--- src/swr_consts.vh ---
`ifndef SWR_CONSTS_VH
`define SWR_CONSTS_VH

// mode selector codes for the port-configuration write
`define SWR_MODE_DIR        8'h0F
`define SWR_MODE_EDGE       8'h0A
`define SWR_MODE_PEND       8'h09
`define SWR_MODE_WKEN       8'h0B
`define SWR_MODE_CMP        8'h08

// reset values
`define SWR_DIR_RST         8'hFF
`define SWR_EDGE_RST        8'hFF
`define SWR_WKEN_RST        8'hFF
`define SWR_PEND_RST        8'h00
`define SWR_CMP_RST         8'hC1

// program addresses
`define SWR_TOP_ADDR_SMALL  12'h7FF
`define SWR_TOP_ADDR_LARGE  12'hFFF
`define SWR_INT_VECTOR      12'h000

// internal reset hold time
`define SWR_CLK_PERIOD_NS   25
`define SWR_RESET_HOLD_NS   1000
`define SWR_RESET_HOLD_CYC  ((`SWR_RESET_HOLD_NS + `SWR_CLK_PERIOD_NS - 1) / `SWR_CLK_PERIOD_NS)
`define SWR_HOLD_CNT_W      6

// state codes, one-hot
`define SWR_ST_RUN          3'b001
`define SWR_ST_SLEEP        3'b010
`define SWR_ST_RST          3'b100

`endif

--- src/swr_top.v ---
`timescale 1ns/1ps
`include "swr_consts.vh"

module swr_top (
  input  wire        core_clk_in,
  input  wire        rst_in,
  input  wire        large_memory_in,
  input  wire        sleep_exec_in,
  input  wire        wdt_enable_in,
  input  wire        wdt_overflow_in,
  input  wire        master_clear_n_in,
  input  wire        brownout_in,
  input  wire [7:0]  port_b_in,
  input  wire        cfg_write_in,
  input  wire [7:0]  mode_in,
  input  wire [7:0]  accum_in,
  output wire        reset_n_out,
  output wire        core_run_out,
  output wire        irq_out,
  output wire        timeout_flag_out,
  output wire        powerdown_flag_out,
  output wire        pc_load_out,
  output wire [11:0] pc_value_out,
  output wire        accum_load_out,
  output wire [7:0]  accum_data_out,
  output wire [7:0]  port_b_dir_out,
  output wire [7:0]  wake_enable_out,
  output wire [7:0]  comparator_control_out
);

  localparam integer               HOLD_LAST_I = `SWR_RESET_HOLD_CYC - 1;
  localparam [`SWR_HOLD_CNT_W-1:0] HOLD_LAST   = HOLD_LAST_I[`SWR_HOLD_CNT_W-1:0];

  // synchronised pins: master clear idles high, others low
  wire [10:0] sync_w;
  wire [7:0]  pin_s;
  wire        master_clear_n_n_s;
  wire        brown_s;
  wire        wdt_s;

  swr_pin_sync #(
    .RESET_VAL (11'h100)
  ) u_sync (
    .core_clk_in (core_clk_in),
    .rst_in      (rst_in),
    .raw_in      ({wdt_overflow_in, brownout_in, master_clear_n_in, port_b_in}),
    .stable_out  (sync_w)
  );

  assign pin_s    = sync_w[7:0];
  assign master_clear_n_n_s = sync_w[8];
  assign brown_s  = sync_w[9];
  assign wdt_s    = sync_w[10];

  reg [2:0]                 state_reg;
  reg [2:0]                 state_next;
  reg [`SWR_HOLD_CNT_W-1:0] hold_reg;
  reg [`SWR_HOLD_CNT_W-1:0] hold_next;
  reg                       large_reg;
  reg [7:0]                 pin_prev_reg;
  reg                       wdt_prev_reg;
  reg [7:0]                 dir_reg;
  reg [7:0]                 dir_next;
  reg [7:0]                 edge_reg;
  reg [7:0]                 edge_next;
  reg [7:0]                 wken_reg;
  reg [7:0]                 wken_next;
  reg [7:0]                 pend_reg;
  reg [7:0]                 pend_next;
  reg [7:0]                 cmp_reg;
  reg [7:0]                 cmp_next;
  reg                       to_reg;
  reg                       to_next;
  reg                       pd_reg;
  reg                       pd_next;
  reg                       reset_n_reg;
  reg                       reset_n_next;
  reg                       run_reg;
  reg                       run_next;
  reg                       irq_reg;
  reg                       irq_next;
  reg                       pc_load_reg;
  reg                       pc_load_next;
  reg [11:0]                pc_value_reg;
  reg [11:0]                pc_value_next;
  reg                       acc_load_reg;
  reg                       acc_load_next;
  reg [7:0]                 acc_data_reg;
  reg [7:0]                 acc_data_next;

  // edge detection runs on the free-running block clock, independent
  // of the core's halted clock, so no wakeup edge is lost asleep
  wire [7:0] rise_w;
  wire [7:0] fall_w;
  wire [7:0] hit_w;
  genvar     p;
  generate
    for (p = 0; p < 8; p = p + 1) begin : g_pin
      assign rise_w[p] = pin_s[p] & ~pin_prev_reg[p];
      assign fall_w[p] = ~pin_s[p] & pin_prev_reg[p];
      // a disabled pin never qualifies, whatever its polarity bit says
      assign hit_w[p]  = ~wken_reg[p] &
                         (edge_reg[p] ? fall_w[p] : rise_w[p]);
    end
  endgenerate
  // an already pending pin gives no new event until cleared
  wire [7:0] new_hit_w = hit_w & ~pend_reg;
  wire       wdt_evt_w = wdt_s & ~wdt_prev_reg;
  wire       master_clear_n_w    = ~master_clear_n_n_s;
  wire [11:0] top_w    = large_reg ? `SWR_TOP_ADDR_LARGE : `SWR_TOP_ADDR_SMALL;
  wire       cfg_ok_w  = cfg_write_in & state_reg[0];

  always @* begin
    state_next    = state_reg;
    hold_next     = hold_reg;
    dir_next      = dir_reg;
    edge_next     = edge_reg;
    wken_next     = wken_reg;
    pend_next     = pend_reg;
    cmp_next      = cmp_reg;
    to_next       = to_reg;
    pd_next       = pd_reg;
    reset_n_next  = reset_n_reg;
    run_next      = run_reg;
    irq_next      = 1'b0;
    pc_load_next  = 1'b0;
    pc_value_next = pc_value_reg;
    acc_load_next = 1'b0;
    acc_data_next = acc_data_reg;

    // port-configuration write, target chosen by the mode selector
    if (cfg_ok_w) begin
      case (mode_in)
        `SWR_MODE_DIR: begin
          dir_next = accum_in;
        end
        `SWR_MODE_EDGE: begin
          edge_next = accum_in;
        end
        `SWR_MODE_WKEN: begin
          wken_next = accum_in;
        end
        `SWR_MODE_PEND: begin
          pend_next     = accum_in;
          acc_data_next = pend_reg;
          acc_load_next = 1'b1;
        end
        `SWR_MODE_CMP: begin
          cmp_next      = accum_in;
          acc_data_next = cmp_reg;
          acc_load_next = 1'b1;
        end
        default: begin
          acc_load_next = 1'b0;
        end
      endcase
    end

    // hardware set wins over a same-cycle software clear
    pend_next = pend_next | hit_w;

    case (state_reg)
      `SWR_ST_RUN: begin
        if (master_clear_n_w || brown_s || (wdt_evt_w && wdt_enable_in)) begin
          state_next   = `SWR_ST_RST;
          hold_next    = {`SWR_HOLD_CNT_W{1'b0}};
          reset_n_next = 1'b0;
          run_next     = 1'b0;
          if (wdt_evt_w && wdt_enable_in && !master_clear_n_w && !brown_s) begin
            to_next = 1'b0;
            pd_next = 1'b1;
          end
        end else if (sleep_exec_in) begin
          state_next = `SWR_ST_SLEEP;
          run_next   = 1'b0;
          pd_next    = 1'b0;
          if (wdt_enable_in) begin
            to_next = 1'b1;
          end
        end else begin
          // level request while any armed pin is pending
          irq_next = |(pend_next & ~wken_reg);
          if (irq_next && !irq_reg) begin
            // core saves its context, then fetches from the vector
            pc_load_next  = 1'b1;
            pc_value_next = `SWR_INT_VECTOR;
          end
        end
      end
      `SWR_ST_SLEEP: begin
        if ((wdt_evt_w && wdt_enable_in) || (|new_hit_w) ||
            master_clear_n_w || brown_s) begin
          state_next   = `SWR_ST_RST;
          hold_next    = {`SWR_HOLD_CNT_W{1'b0}};
          reset_n_next = 1'b0;
          to_next      = 1'b1;
          pd_next      = 1'b1;
        end
      end
      `SWR_ST_RST: begin
        // direction, edge and enable masks return to all-ones on every reset, comparator control to SWR_CMP_RST
        dir_next  = `SWR_DIR_RST;
        edge_next = `SWR_EDGE_RST;
        wken_next = `SWR_WKEN_RST;
        cmp_next  = `SWR_CMP_RST;
        // held low while a cause persists, then counted out
        if (master_clear_n_w || brown_s) begin
          hold_next = {`SWR_HOLD_CNT_W{1'b0}};
        end else if (hold_reg == HOLD_LAST) begin
          state_next    = `SWR_ST_RUN;
          reset_n_next  = 1'b1;
          run_next      = 1'b1;
          pc_load_next  = 1'b1;
          pc_value_next = top_w;
        end else begin
          hold_next = hold_reg + 1'b1;
        end
      end
      default: begin
        state_next   = `SWR_ST_RST;
        hold_next    = {`SWR_HOLD_CNT_W{1'b0}};
        reset_n_next = 1'b0;
        run_next     = 1'b0;
      end
    endcase
  end

  always @(posedge core_clk_in) begin
    if (rst_in) begin
      // power-up reset enters the same hold sequence
      state_reg    <= `SWR_ST_RST;
      hold_reg     <= {`SWR_HOLD_CNT_W{1'b0}};
      pin_prev_reg <= 8'h00;
      wdt_prev_reg <= 1'b0;
      dir_reg      <= `SWR_DIR_RST;
      edge_reg     <= `SWR_EDGE_RST;
      wken_reg     <= `SWR_WKEN_RST;
      pend_reg     <= `SWR_PEND_RST;
      cmp_reg      <= `SWR_CMP_RST;
      to_reg       <= 1'b1;
      pd_reg       <= 1'b1;
      reset_n_reg  <= 1'b0;
      run_reg      <= 1'b0;
      irq_reg      <= 1'b0;
      pc_load_reg  <= 1'b0;
      pc_value_reg <= 12'h000;
      acc_load_reg <= 1'b0;
      acc_data_reg <= 8'h00;
    end else begin
      state_reg    <= state_next;
      hold_reg     <= hold_next;
      pin_prev_reg <= pin_s;
      wdt_prev_reg <= wdt_s;
      dir_reg      <= dir_next;
      edge_reg     <= edge_next;
      wken_reg     <= wken_next;
      pend_reg     <= pend_next;
      cmp_reg      <= cmp_next;
      to_reg       <= to_next;
      pd_reg       <= pd_next;
      reset_n_reg  <= reset_n_next;
      run_reg      <= run_next;
      irq_reg      <= irq_next;
      pc_load_reg  <= pc_load_next;
      pc_value_reg <= pc_value_next;
      acc_load_reg <= acc_load_next;
      acc_data_reg <= acc_data_next;
    end
  end

  // variant strap sampled while the power-up reset is held
  always @(posedge core_clk_in) begin
    if (rst_in) begin
      large_reg <= large_memory_in;
    end
  end

  assign reset_n_out            = reset_n_reg;
  assign core_run_out           = run_reg;
  assign irq_out                = irq_reg;
  assign timeout_flag_out       = to_reg;
  assign powerdown_flag_out     = pd_reg;
  assign pc_load_out            = pc_load_reg;
  assign pc_value_out           = pc_value_reg;
  assign accum_load_out         = acc_load_reg;
  assign accum_data_out         = acc_data_reg;
  assign port_b_dir_out         = dir_reg;
  assign wake_enable_out        = wken_reg;
  assign comparator_control_out = cmp_reg;

endmodule

--- src/swr_pin_sync.v ---
`timescale 1ns/1ps
`include "swr_consts.vh"

// three-stage synchroniser per bit; output moves only once stages 2 and 3 agree
module swr_pin_sync #(
  parameter [10:0] RESET_VAL = 11'h000
) (
  input  wire        core_clk_in,
  input  wire        rst_in,
  input  wire [10:0] raw_in,
  output wire [10:0] stable_out
);

  genvar i;
  generate
    for (i = 0; i < 11; i = i + 1) begin : g_bit
      reg s1_reg;
      reg s2_reg;
      reg s3_reg;
      reg stable_reg;
      always @(posedge core_clk_in) begin
        if (rst_in) begin
          s1_reg     <= RESET_VAL[i];
          s2_reg     <= RESET_VAL[i];
          s3_reg     <= RESET_VAL[i];
          stable_reg <= RESET_VAL[i];
        end else begin
          s1_reg <= raw_in[i];
          s2_reg <= s1_reg;
          s3_reg <= s2_reg;
          // first stage is never looked at here, only stage 2 against stage 3
          if (s2_reg == s3_reg) begin
            stable_reg <= s3_reg;
          end
        end
      end
      assign stable_out[i] = stable_reg;
    end
  endgenerate

endmodule

--- config.mk ---
export PLATFORM = sky130hd
export DESIGN_NAME = swr_top
export DESIGN_NICKNAME = d
export VERILOG_FILES = /design/src/swr_top.v /design/src/swr_pin_sync.v
export VERILOG_INCLUDE_DIRS = /design/src /design/src/src
export SDC_FILE = /design/constraint.sdc
export NUM_CORES = 1
export LEC_CHECK = 0
export ABC_AREA = 1
export BUFFER_PORTS_ARGS = -buffer_cell sky130_fd_sc_hd__buf_2
export CORE_MARGIN = 10
export CORE_UTILIZATION = 40
export DETAILED_ROUTE_END_ITERATION = 10
export GPL_ROUTABILITY_DRIVEN = 1
export REMOVE_ABC_BUFFERS = 1
export SETUP_SLACK_MARGIN = 0.4
export SKIP_CTS_REPAIR_TIMING = 1
export SYNTH_ARGS = -nofsm -noshare
export SYNTH_HDL_FRONTEND = slang
export SYNTH_SLANG_ARGS = --single-unit
--- constraint.sdc ---
create_clock -name core_clk_in -period 3.15 [get_ports core_clk_in]
set_input_delay 0.4725 -clock core_clk_in [delete_from_list [all_inputs] [get_ports core_clk_in]]
set_output_delay 0.4725 -clock core_clk_in [all_outputs]
set_load 0.005 [all_outputs]
# [Word level (Yosys, flattened, before mapping)]
# Cells that the tools add are included.
[totals] regBits=130 latch_bits=0 ramBits=0 mem_bits_ro=0 input_bits=33 memories=0
[classes] addsub=1 multipliers=0 n_div=0 order_cmp=0 n_eq_ne=31 shift=0 muxes=53 n_bitwise=60 n_reduce_logical=32
[ops] cell="$mux 12" n=6
[ops] cell="$eq 8x4->1 const B" n=5
[ops] cell="$not 1->1" n=29
[ops] cell="$mux 1" n=27
[ops] cell="$and 1x1->1" n=26
[ops] cell="$mux 6" n=4
[ops] cell="$pmux 12 s2" n=1
[ops] cell="$pmux 6 s3" n=1
[ops] cell="$and 8x8->8" n=2
[ops] cell="$mux 8" n=2
[ops] cell="$not 8->8" n=2
[ops] cell="$pmux 8 s2" n=1
[ops] cell="$reduce_and 4->1" n=4
[ops] cell="$reduce_or 8->1" n=2
[ops] cell="$mux 3" n=5
[ops] cell="$ne 2x2->1 const B" n=7
[ops] cell="$ne 3x3->1 const B" n=4
[ops] cell="$eq 1x1->1" n=11
[ops] cell="$reduce_and 2->1" n=5
[ops] cell="$pmux 3 s3" n=1
[ops] cell="$or 8x8->8" n=1
[ops] cell="$add 6x1->6 const B" n=1
[ops] cell="$eq 6x6->1 const B" n=1
[ops] cell="$pmux 1 s2" n=3
[ops] cell="13 further kinds" n=26

# [Longest topological paths before layout]
# Gate-level depths: netlist of run 1.
[logic_depth] word_depth=12 depth_mapped=13

# [Cells and area by module]
# Synthesis of run 1 repeated with hierarchy kept, for this count alone.
[hier_totals] cells_unflattened=623 hier_area_um2=4829.6
[modules_own_cells] module="swr_top" instances=1 cells_each=462 area_each_um2=3403.3 seq_area_each_um2=1531.5
[modules_own_cells] module="swr_pin_sync" instances=1 cells_each=161 area_each_um2=1426.4 seq_area_each_um2=880.8

# [Worst setup path before layout of run 1]
# Ideal clock, no wire load.
[synth_path] path_type="input -> register" from="in mode_in[4]" to="reg acc_data_reg[6], in the netlist accum_data_out[6]" setup_time_ns=0.116 arrival_time_ns=1.503 required_time_ns=3.034 slack_ns=1.531 cell_stages=11 path_buffers=1 cell_sequence="inv_1 > nand2_1 > nor2_2 > buf_4 > nand2_2 > nor2_4 > inv_1 > a21oi_1 > o21ai_0 > o211ai_1 > inv_1"
[synth_via] elab_chain_len=3 word_cells_on_any_way=5
[synth_rtl] element="from (decl)" line="swr_top.v:15" rtl="input wire [7:0] mode_in,"
[synth_rtl] element="$eq 8x4->1" line="swr_top.v:133" rtl="case (mode_in)"
[synth_rtl] element="$reduce_bool 2->1 (no source line)"
[synth_rtl] element="$reduce_and 2->1 (no source line)"
[synth_rtl] element="to (signal assigned)" line="swr_top.v:267" rtl="acc_data_reg <= acc_data_next;"
[synth_rtl] element="to (decl)" line="swr_top.v:88" rtl="reg [7:0] acc_data_reg;"
# Parallel ways exist; a longest one is shown, timed or not.
# A chain may end at the register's enable or synchronous reset.

# [Worst setup path after layout of run 1]
[layout_path] from="reg state_reg[0]" to="reg acc_data_reg[2], in the netlist accum_data_out[2]"
[layout_via] elab_chain_len=2
[layout_rtl] element="from (decl)" line="swr_top.v:55" rtl="reg [2:0] state_reg;"
[layout_rtl] element="from (signal assigned)" line="swr_top.v:231" rtl="state_reg <= `SWR_ST_RST;"
[layout_rtl] element="from (signal assigned)" line="swr_top.v:250" rtl="state_reg <= state_next;"
[layout_rtl] element="$and 1x1->1" line="swr_top.v:111" rtl="wire cfg_ok_w = cfg_write_in & state_reg[0];"
[layout_rtl] element="$reduce_and 2->1 (no source line)"
# Every way passes these cells.

==> metrics.md, run 1 <==
| Metric | Value |
|---|---|
| Port bufs | 83 |
| Synth area leaders | dfxtp_1 (50%), nand2_1 (8.9%), inv_1 (8.3%) |
| Synth top area share | 0.4990 |
| Crit path DAT | 2.20 ns |
| Met2 WL | 5.007 mm |
| Share of cells above drive strength 1 | 0.1969 |
| Synth cell types | 34 |
| Wl on met1 | 5.357 mm |
| Setup TNS | 0 ns |
| Via density | 4.783 |
| Die X | 129.3 um |
| Initial Util | 0.4129 |
| Filler cells | 1130 |
| Ports | 84 |
| RSZ-0062 raised after global routing | false |
| Detailed-route via count | 4061 |
| Most common cell in the netlist | dfxtp_1 |
| VDD IR max | 0.3916 mV |
| DR pass1 iterations | 6 |
| #FFs+latches synth | 120 |
| PwrDens | 593.5 mW/mm^2 |
| Final hold slack | 0.2341 ns |
| Fin crit share | 0.6037 |
| Post-route ant nets | 0 |
| Clk root buf | clkbuf_16 |
| Pin count of the biggest net entering global routing | 45 |
| Clk_skew | 0.006626 ns |
| Global Route Usage Sum | 0.1386 |
| CTS sink cnt | 120 |
| Avg Inst Size Synth | 7.738 um^2 |
| Wire length per cell | 13.39 um |
| Core footprint | 0.01156 mm^2 |
| DRC | 0 |
| Cell family with most CP delay | simple AND/OR/NAND/NOR gates |
| HPWL Detailed | 8.371 mm |
| Post-synth EDFFs | 1 |
| GRT overflow | 0 |
| Worst path depth | 9 |
| GP Congestion | 0.8229 |
| Synth area leader | dfxtp_1 |
| Final #Nets | 727 |
| DR iter-0 viols | 270 |
| H-tree depth | 4 |
| Global-route wire length before repair | 18.46 mm |
| DIE AREA | 0.01671 mm^2 |
| HP Class | primary input to register |
| Pleak | 2.793 nW |
| Final setup fails | 0 |
| Worst Setup Start Kind | register |
| Clock transition at path regs | 0.06 ns |
| CP required | 3.45 ns |
| Mapped cell area | 0.004775 mm^2 |
| Top sig layer | met4 |
| Asr flop ratio synth | 0 |
| DR WL met3 | 852 um |
| Vias in the first global route | 3783 |
| Die Height | 129.3 um |
| Register area share after synthesis | 0.5052 |
| Count of final max-slew check failures | 0 |
| TritonCTS clock tree | built |
| Max-slew headroom | 0.4448 |
| CP peak stage delay | 0.38 ns |
| Final-report hold violation count | 0 |
| Status | finished clean |
| Cells after Synth | 617 |
| Slowest stage cell on the critical path | dfxtp_1 |
| Worst-Skew Late Latency | 0.41 ns |
| Synth warn | 0 |
| CP Class | register to register |
| Area Overhead vs Synth | 21.15% |
| Least-Margin Pin Slew | 0.8278 ns |
| Hold depth | 1 |
| Ant diodes | 0 |
| Number of buffers created by CTS | 17 |
| Top post-synthesis cells by count | dfxtp_1 (119), nand2_1 (113), inv_1 (106), nor2_1 (80), o211ai_1 (38) |
| Buf/Inv on CP | 2 |
| F_max | 525.8 MHz |
| Fin crit period | 1.902 ns |
| CP max FO | 14 |
| Max-Cap Viols | 0 |
| Initial antenna violation count | 0 |
| Ys flop type | dfxtp_1 |
| Cell row count | 39 |
| CTS Buffer Depth | 2 |
| Reg2reg path depth | 9 |
| Worst path cell trace | nand2_2, nor2_4, nand2_2, nor2_4, inv_1, a21oi_1, o21ai_0, o211ai_1, inv_1 |
| Final wirelength | 11.37 mm |
| CP Capture Type | register |
[path summary, 6_finish.rpt]
path	endpoint	slack [ns]	startpoint
worst max-delay path	accum_data_out[2]$_SDFFE_PP0P_	1.25	state_reg[0]$_SDFFE_PP0P_
worst min register to register	u_sync.g_bit[2].s2_reg$_SDFF_PP0_	0.40	u_sync.g_bit[2].s1_reg$_SDFF_PP0_
worst max register to register	accum_data_out[2]$_SDFFE_PP0P_	1.25	state_reg[0]$_SDFFE_PP0P_
worst min-delay path	large_reg$_DFFE_PP_	0.23	large_memory_in
[kinds of logic (layout without fill, tap and decap cells)]
family,after synthesis,after routing,share of synthesized area
AO/OA/AOI/OAI,95,95,0.1260
flip-flops,120,120,0.5052
AND/OR/NAND/NOR,263,263,0.2442
adder cells (fa/ha/maj),1,1,0.002620
buffers and inverters,137,226,0.1200
XOR/XNOR,1,1,0.001835
[metal layers]
metal,up-vias,GRT usage
met5,-,0
met3,14,0.05261
met2,107,0.2098
met4,0,0.05485
met1,1821,0.1746
li1,2119,-
[stage by stage]
step / std cells / instance area (um^2) / utilization / total power [mW] / worst slack (ns)
final: 849 / 5784 / 0.5002 / 3.433 / 1.248
after global routing: 849 / 5784 / 0.5002 / 3.554 / 1.056
after CTS: 849 / 5784 / 0.5002 / 3.479 / 1.247
after detailed placement: 817 / 5226 / 0.4519 / 1.679 / 0.9682
after global placement: 817 / 5226 / 0.4519 / 1.677 / 1.018
after floorplan: 588 / 4607 / - / 1.625 / 1.096
[where the power goes]
part           total [mW]  switching (mW)  leakage, nW  internal [mW]
Sequential           1.55         0.00931        0.976           1.54
Clock                1.79           0.702        0.266           1.09
Combinational      0.0936          0.0610         1.55         0.0325
[cell type report]
| type | instances | area, um^2 | area share |
|---|---|---|---|
| Sequential cell | 120 | 2412 | 0.4170 |
| Multi-Input combinational cell | 360 | 1792 | 0.3098 |
| Timing Repair Buffer | 86 | 437.9 | 0.07571 |
| Clock buffer | 18 | 429.2 | 0.07419 |
| Inverter | 108 | 405.4 | 0.07008 |
| Tap cell | 143 | 178.9 | 0.03093 |
| Clock inverter | 14 | 128.9 | 0.02228 |
[cells in the final DEF, fill, tap and decap left out, drive strengths merged]
cell type and count:
nor4 1, buf 86, a211oi 3, clkinvlp 3
or2 4, nand4 17, o21ai 18, clkbuf 18
o211ai 38, nor3b 1, o21bai 7, dfxtp 119
bufinv 1, edfxtp 1, o31ai 1, a21oi 28
inv 108, nor3 5, nand2 118, clkinv 10
ha 1, xnor2 1, nor2 85, nand3 32
Note: power is estimated with default switching activity, not from simulation.
==> run 2: changes to the inputs <==
--- a/config.mk
+++ b/config.mk
@@ -6,7 +6,7 @@
 export SDC_FILE = /design/constraint.sdc
 export NUM_CORES = 1
 export LEC_CHECK = 0
-export ABC_AREA = 1
+export ABC_AREA = 0
 export BUFFER_PORTS_ARGS = -buffer_cell sky130_fd_sc_hd__buf_2
 export CORE_MARGIN = 10
 export CORE_UTILIZATION = 40
==> constraint.sdc (replaced) <==
create_clock -name core_clk_in -period 1.76 [get_ports core_clk_in]
set_input_delay 0.264 -clock core_clk_in [delete_from_list [all_inputs] [get_ports core_clk_in]]
set_output_delay 0.264 -clock core_clk_in [all_outputs]
set_load 0.005 [all_outputs]
==> run 2 against run 1 <==
The run now ends with negative setup slack left. Clock skew hardly changed. Via count is 0.42% lower. Worst hold slack worse by 0.21 ns. Critical path type unchanged. Critical endpoint is now pc_load_out$_SDFF_PP0_.
==> metrics.md, run 2 <==
| Metric | Value |
|---|---|
| Status | finished with violations |
| Failing checks | negative setup slack |
| Final Cell Area | 0.006874 mm^2 (+19%) |
| Sw frac | 0.2084 (-0.01648) |
| Worst-Skew Late Latency | 0.42 ns (about the same) |
| Setup WS post-layout | -0.3840 ns (-1.632 ns) |
| Initial Util | 0.4083 (-0.004569) |
| Placed Area | 0.005783 mm^2 (+11%) |
| CP Capture Type | register |
| Ys flop type | dfxtp_1 |
| Detailed-route via count | 4044 (-0.42%) |
| CP max FO | 6 (-8) |
| Most common cell after layout, fill and taps aside | dfxtp_1 |
| Worst r2r src | state_reg[0]$_SDFFE_PP0P_ |
| Clock transition at path regs | 0.06 ns (about the same) |
| Pin count of the biggest net entering global routing | 28 (-38%) |
| RSZ-0062 raised after global routing | true |
| HPWL Detailed | 9.312 mm (+11%) |
| Synth cell types | 50 (+47%) |
| Share of cells above drive strength 1 | 0.4168 (+0.2199) |
| Final setup fails | 15 (+15) |
| Register area share after synthesis | 0.5174 (+0.01220) |
| Crit. Startpoint | state_reg[0]$_SDFFE_PP0P_ |
| F_max | 466.4 MHz (-11%) |
| GRT overflow | 0 (unchanged) |
| Asr flop ratio synth | 0 (unchanged) |
| Worst reg2reg path endpoint | pc_load_out$_SDFF_PP0_ |
| Post-route ant nets | 0 (unchanged) |
| Max-slew headroom | 0.5283 (+0.08360) |
| Clk root buf | clkbuf_16 |
| HP Class | primary input to register |
| Final hold slack | 0.02713 ns (-0.2070 ns) |
| DR iter-0 viols | 206 (-24%) |
| Post-synth EDFFs | 1 (unchanged) |
| Synth warn | 0 (unchanged) |
| Via density | 4.993 (+4.4%) |
| Final wirelength | 13.05 mm (+15%) |
| Max-Cap Viols | 0 (unchanged) |
| Filler cells | 981 (-13%) |
| Multi-input gate area | 0.002404 mm^2 (+34%) |
| Fin crit period | 2.144 ns (+0.2422 ns) |
| #FFs+latches synth | 120 (unchanged) |
| Synth area leaders | dfxtp_1 (51%), mux2i_1 (8.6%), nor2b_1 (5.6%) |
| Top post-synthesis cells by count | dfxtp_1 (119), nand2_1 (50), nor2b_1 (42), mux2i_1 (40), nor2_1 (34) |
| Die Height | 128.0 um (-1.0%) |
| Comb pwr share | 0.032 (+0.005) |
| CTS Buffer Depth | 2 (unchanged) |
| Count of final max-slew check failures | 0 (unchanged) |
| Final-report hold violation count | 0 (unchanged) |
| DIE AREA | 0.01637 mm^2 (-2.0%) |
| TritonCTS clock tree | built |
| Cells after Synth | 481 (-22%) |
| Area Overhead vs Synth | 47.45% |
| Ant diodes | 0 (unchanged) |
| Avg Inst Size Synth | 9.692 um^2 (+25%) |
| DRC | 0 (unchanged) |
| # placed instances | 767 (-6.1%) |
| Worst Setup Start Kind | register |
| Global Route Usage Sum | 0.1534 (+0.01485) |
| Cell row count | 39 (unchanged) |
| Final #Nets | 688 (-5.4%) |
| Crit path DAT | 2.45 ns (+0.25 ns) |
| Reg2reg path depth | 6 (-3) |
| Hold path start | large_memory_in |
| Global-route wire length before repair | 20.09 mm (+8.8%) |
| Most common cell in the netlist | dfxtp_1 |
| Initial antenna violation count | 0 (unchanged) |
| Hold endpoint | large_reg$_DFFE_PP_ |
| Number of buffers created by CTS | 17 (unchanged) |
| Reg-to-reg slack, setup | -0.38 ns (-1.63 ns) |
| Fin crit share | 1.218 (+0.6144) |
| CTS sink cnt | 120 (unchanged) |
| VDD IR max | 0.6983 mV (+78%) |
| Setup TNS | -2.061 ns (-2.061 ns) |
| Synth area leader | dfxtp_1 |
| Int Power | 5.223 mW (+96%) |
| Vias in the first global route | 3973 (+5.0%) |
| PwrDens | 959.8 mW/mm^2 (+62%) |
| Ports | 84 (unchanged) |
| Post-Layout Cell Count | 810 (-4.6%) |
| Most frequent cells in the layout | dfxtp_1 (109), buf_2 (83), buf_4 (80), nand2_1 (49), nor2b_1 (41) |
| Mapped cell area | 0.004662 mm^2 (-2.4%) |
| GP Congestion | 0.8754 (+6.4%) |
| Pleak | 2.971 nW (+6.4%) |
| Storage cell area | 0.002425 mm^2 (+0.52%) |
| Least-Margin Pin Slew | 0.7060 ns (-0.1217 ns) |
| H-tree depth | 4 (unchanged) |
| CP Class | register to register |
| NetSw | 1.375 mW (+78%) |
| Synth top area share | 0.5110 (+0.01205) |
| Clk pwr share | 0.546 (+0.025) |
| Clk_skew | 0.006324 ns (-0.0003021 ns) |
| Die X | 128.0 um (-1.0%) |
| Wire length per cell | 16.11 um (+20%) |
| CP required | 2.07 ns (-1.38 ns) |
| Sequential share of power | 0.421 (-0.031) |
| Port bufs | 83 (unchanged) |
| DR pass1 iterations | 4 (-2) |
| Hold depth | 1 (unchanged) |
| Core footprint | 0.01142 mm^2 (-1.3%) |
[run 2: changes by cell type after synthesis, sizes merged, moves of 38 or more]
cell | previous run | this run
nor2b | 0 | 42
o211ai | 38 | 0
mux2i | 0 | 40
nor2 | 85 | 34
nand2 | 118 | 50
inv | 107 | 8
[run 2: final cells by class]
type | instances | share of cell area
Clock buffer | 20 | 0.06352
Clock inverter | 12 | 0.02566
Inverter | 8 | 0.004368
Multi-Input combinational cell | 326 | 0.3497
Sequential cell | 120 | 0.3527
Tap cell | 143 | 0.02603
Timing Repair Buffer | 181 | 0.1780
[run 2: worst max path at each step]
stage / slack (ns) / endpoint / cells after the start
finish: -0.38 / pc_load_out$_SDFF_PP0_ / 6
global route: -0.48 / pc_load_out$_SDFF_PP0_ / 6
CTS: -0.54 / pc_load_out$_SDFF_PP0_ / 6
detailed placement: -0.61 / pc_load_out$_SDFF_PP0_ / 7
global placement: -0.56 / pc_load_out$_SDFF_PP0_ / 7
floorplan: -0.46 / comparator_control_out[0]$_SDFFE_PP1P_ / 5
[run 2: cell families (layout without fill, tap and decap cells)]
family,Yosys count,after routing,share of synthesized area
AOI/OAI and AO/OA,90,90,0.1278
adders and majority gates,1,1,0.002683
buffers and inverters,35,221,0.03623
DFF,120,120,0.5174
muxes,40,40,0.08588
and+or+nand+nor,195,195,0.2300
[run 2: power groups by stage]
stage | sequential (mW) | clock (mW) | combinational, mW
6_report | 2.78 | 3.61 | 0.212
5_1_grt | 2.78 | 3.78 | 0.233
4_1_cts | 2.78 | 3.67 | 0.194
3_5_place_dp | 2.83 | 0 | 0.193
3_3_place_gp | 2.83 | 0 | 0.186
2_1_floorplan | 2.83 | 0 | 0.0523
[run 2: through the flow]
| stage | setup slack, ns | power [mW] | utilization |
|---|---|---|---|
| after floorplan | -0.4610 | 2.884 | - |
| after global placement | -0.5592 | 3.019 | 0.5065 |
| after detailed placement | -0.6129 | 3.028 | 0.5065 |
| after CTS | -0.5442 | 6.643 | 0.5602 |
| after global routing | -0.4778 | 6.801 | 0.6020 |
| final | -0.3840 | 6.598 | 0.6020 |
[run 2: per-layer routing]
metal,share of wire,routed length (um),global-route usage
met5,0,0,0
met2,0.47,6111,0.2417
met3,0.058,758,0.05211
met4,0.013,165,0.05497
met1,0.46,6013,0.1907
[run 2: critical path, stage by stage, from the launching register on]
cell	delay (ns)
dfxtp_2	0.32
or4bb_4	0.52
o31a_1	0.29
o31ai_2	0.20
o2111ai_2	0.16
o31a_1	0.36
o21ba_1	0.19
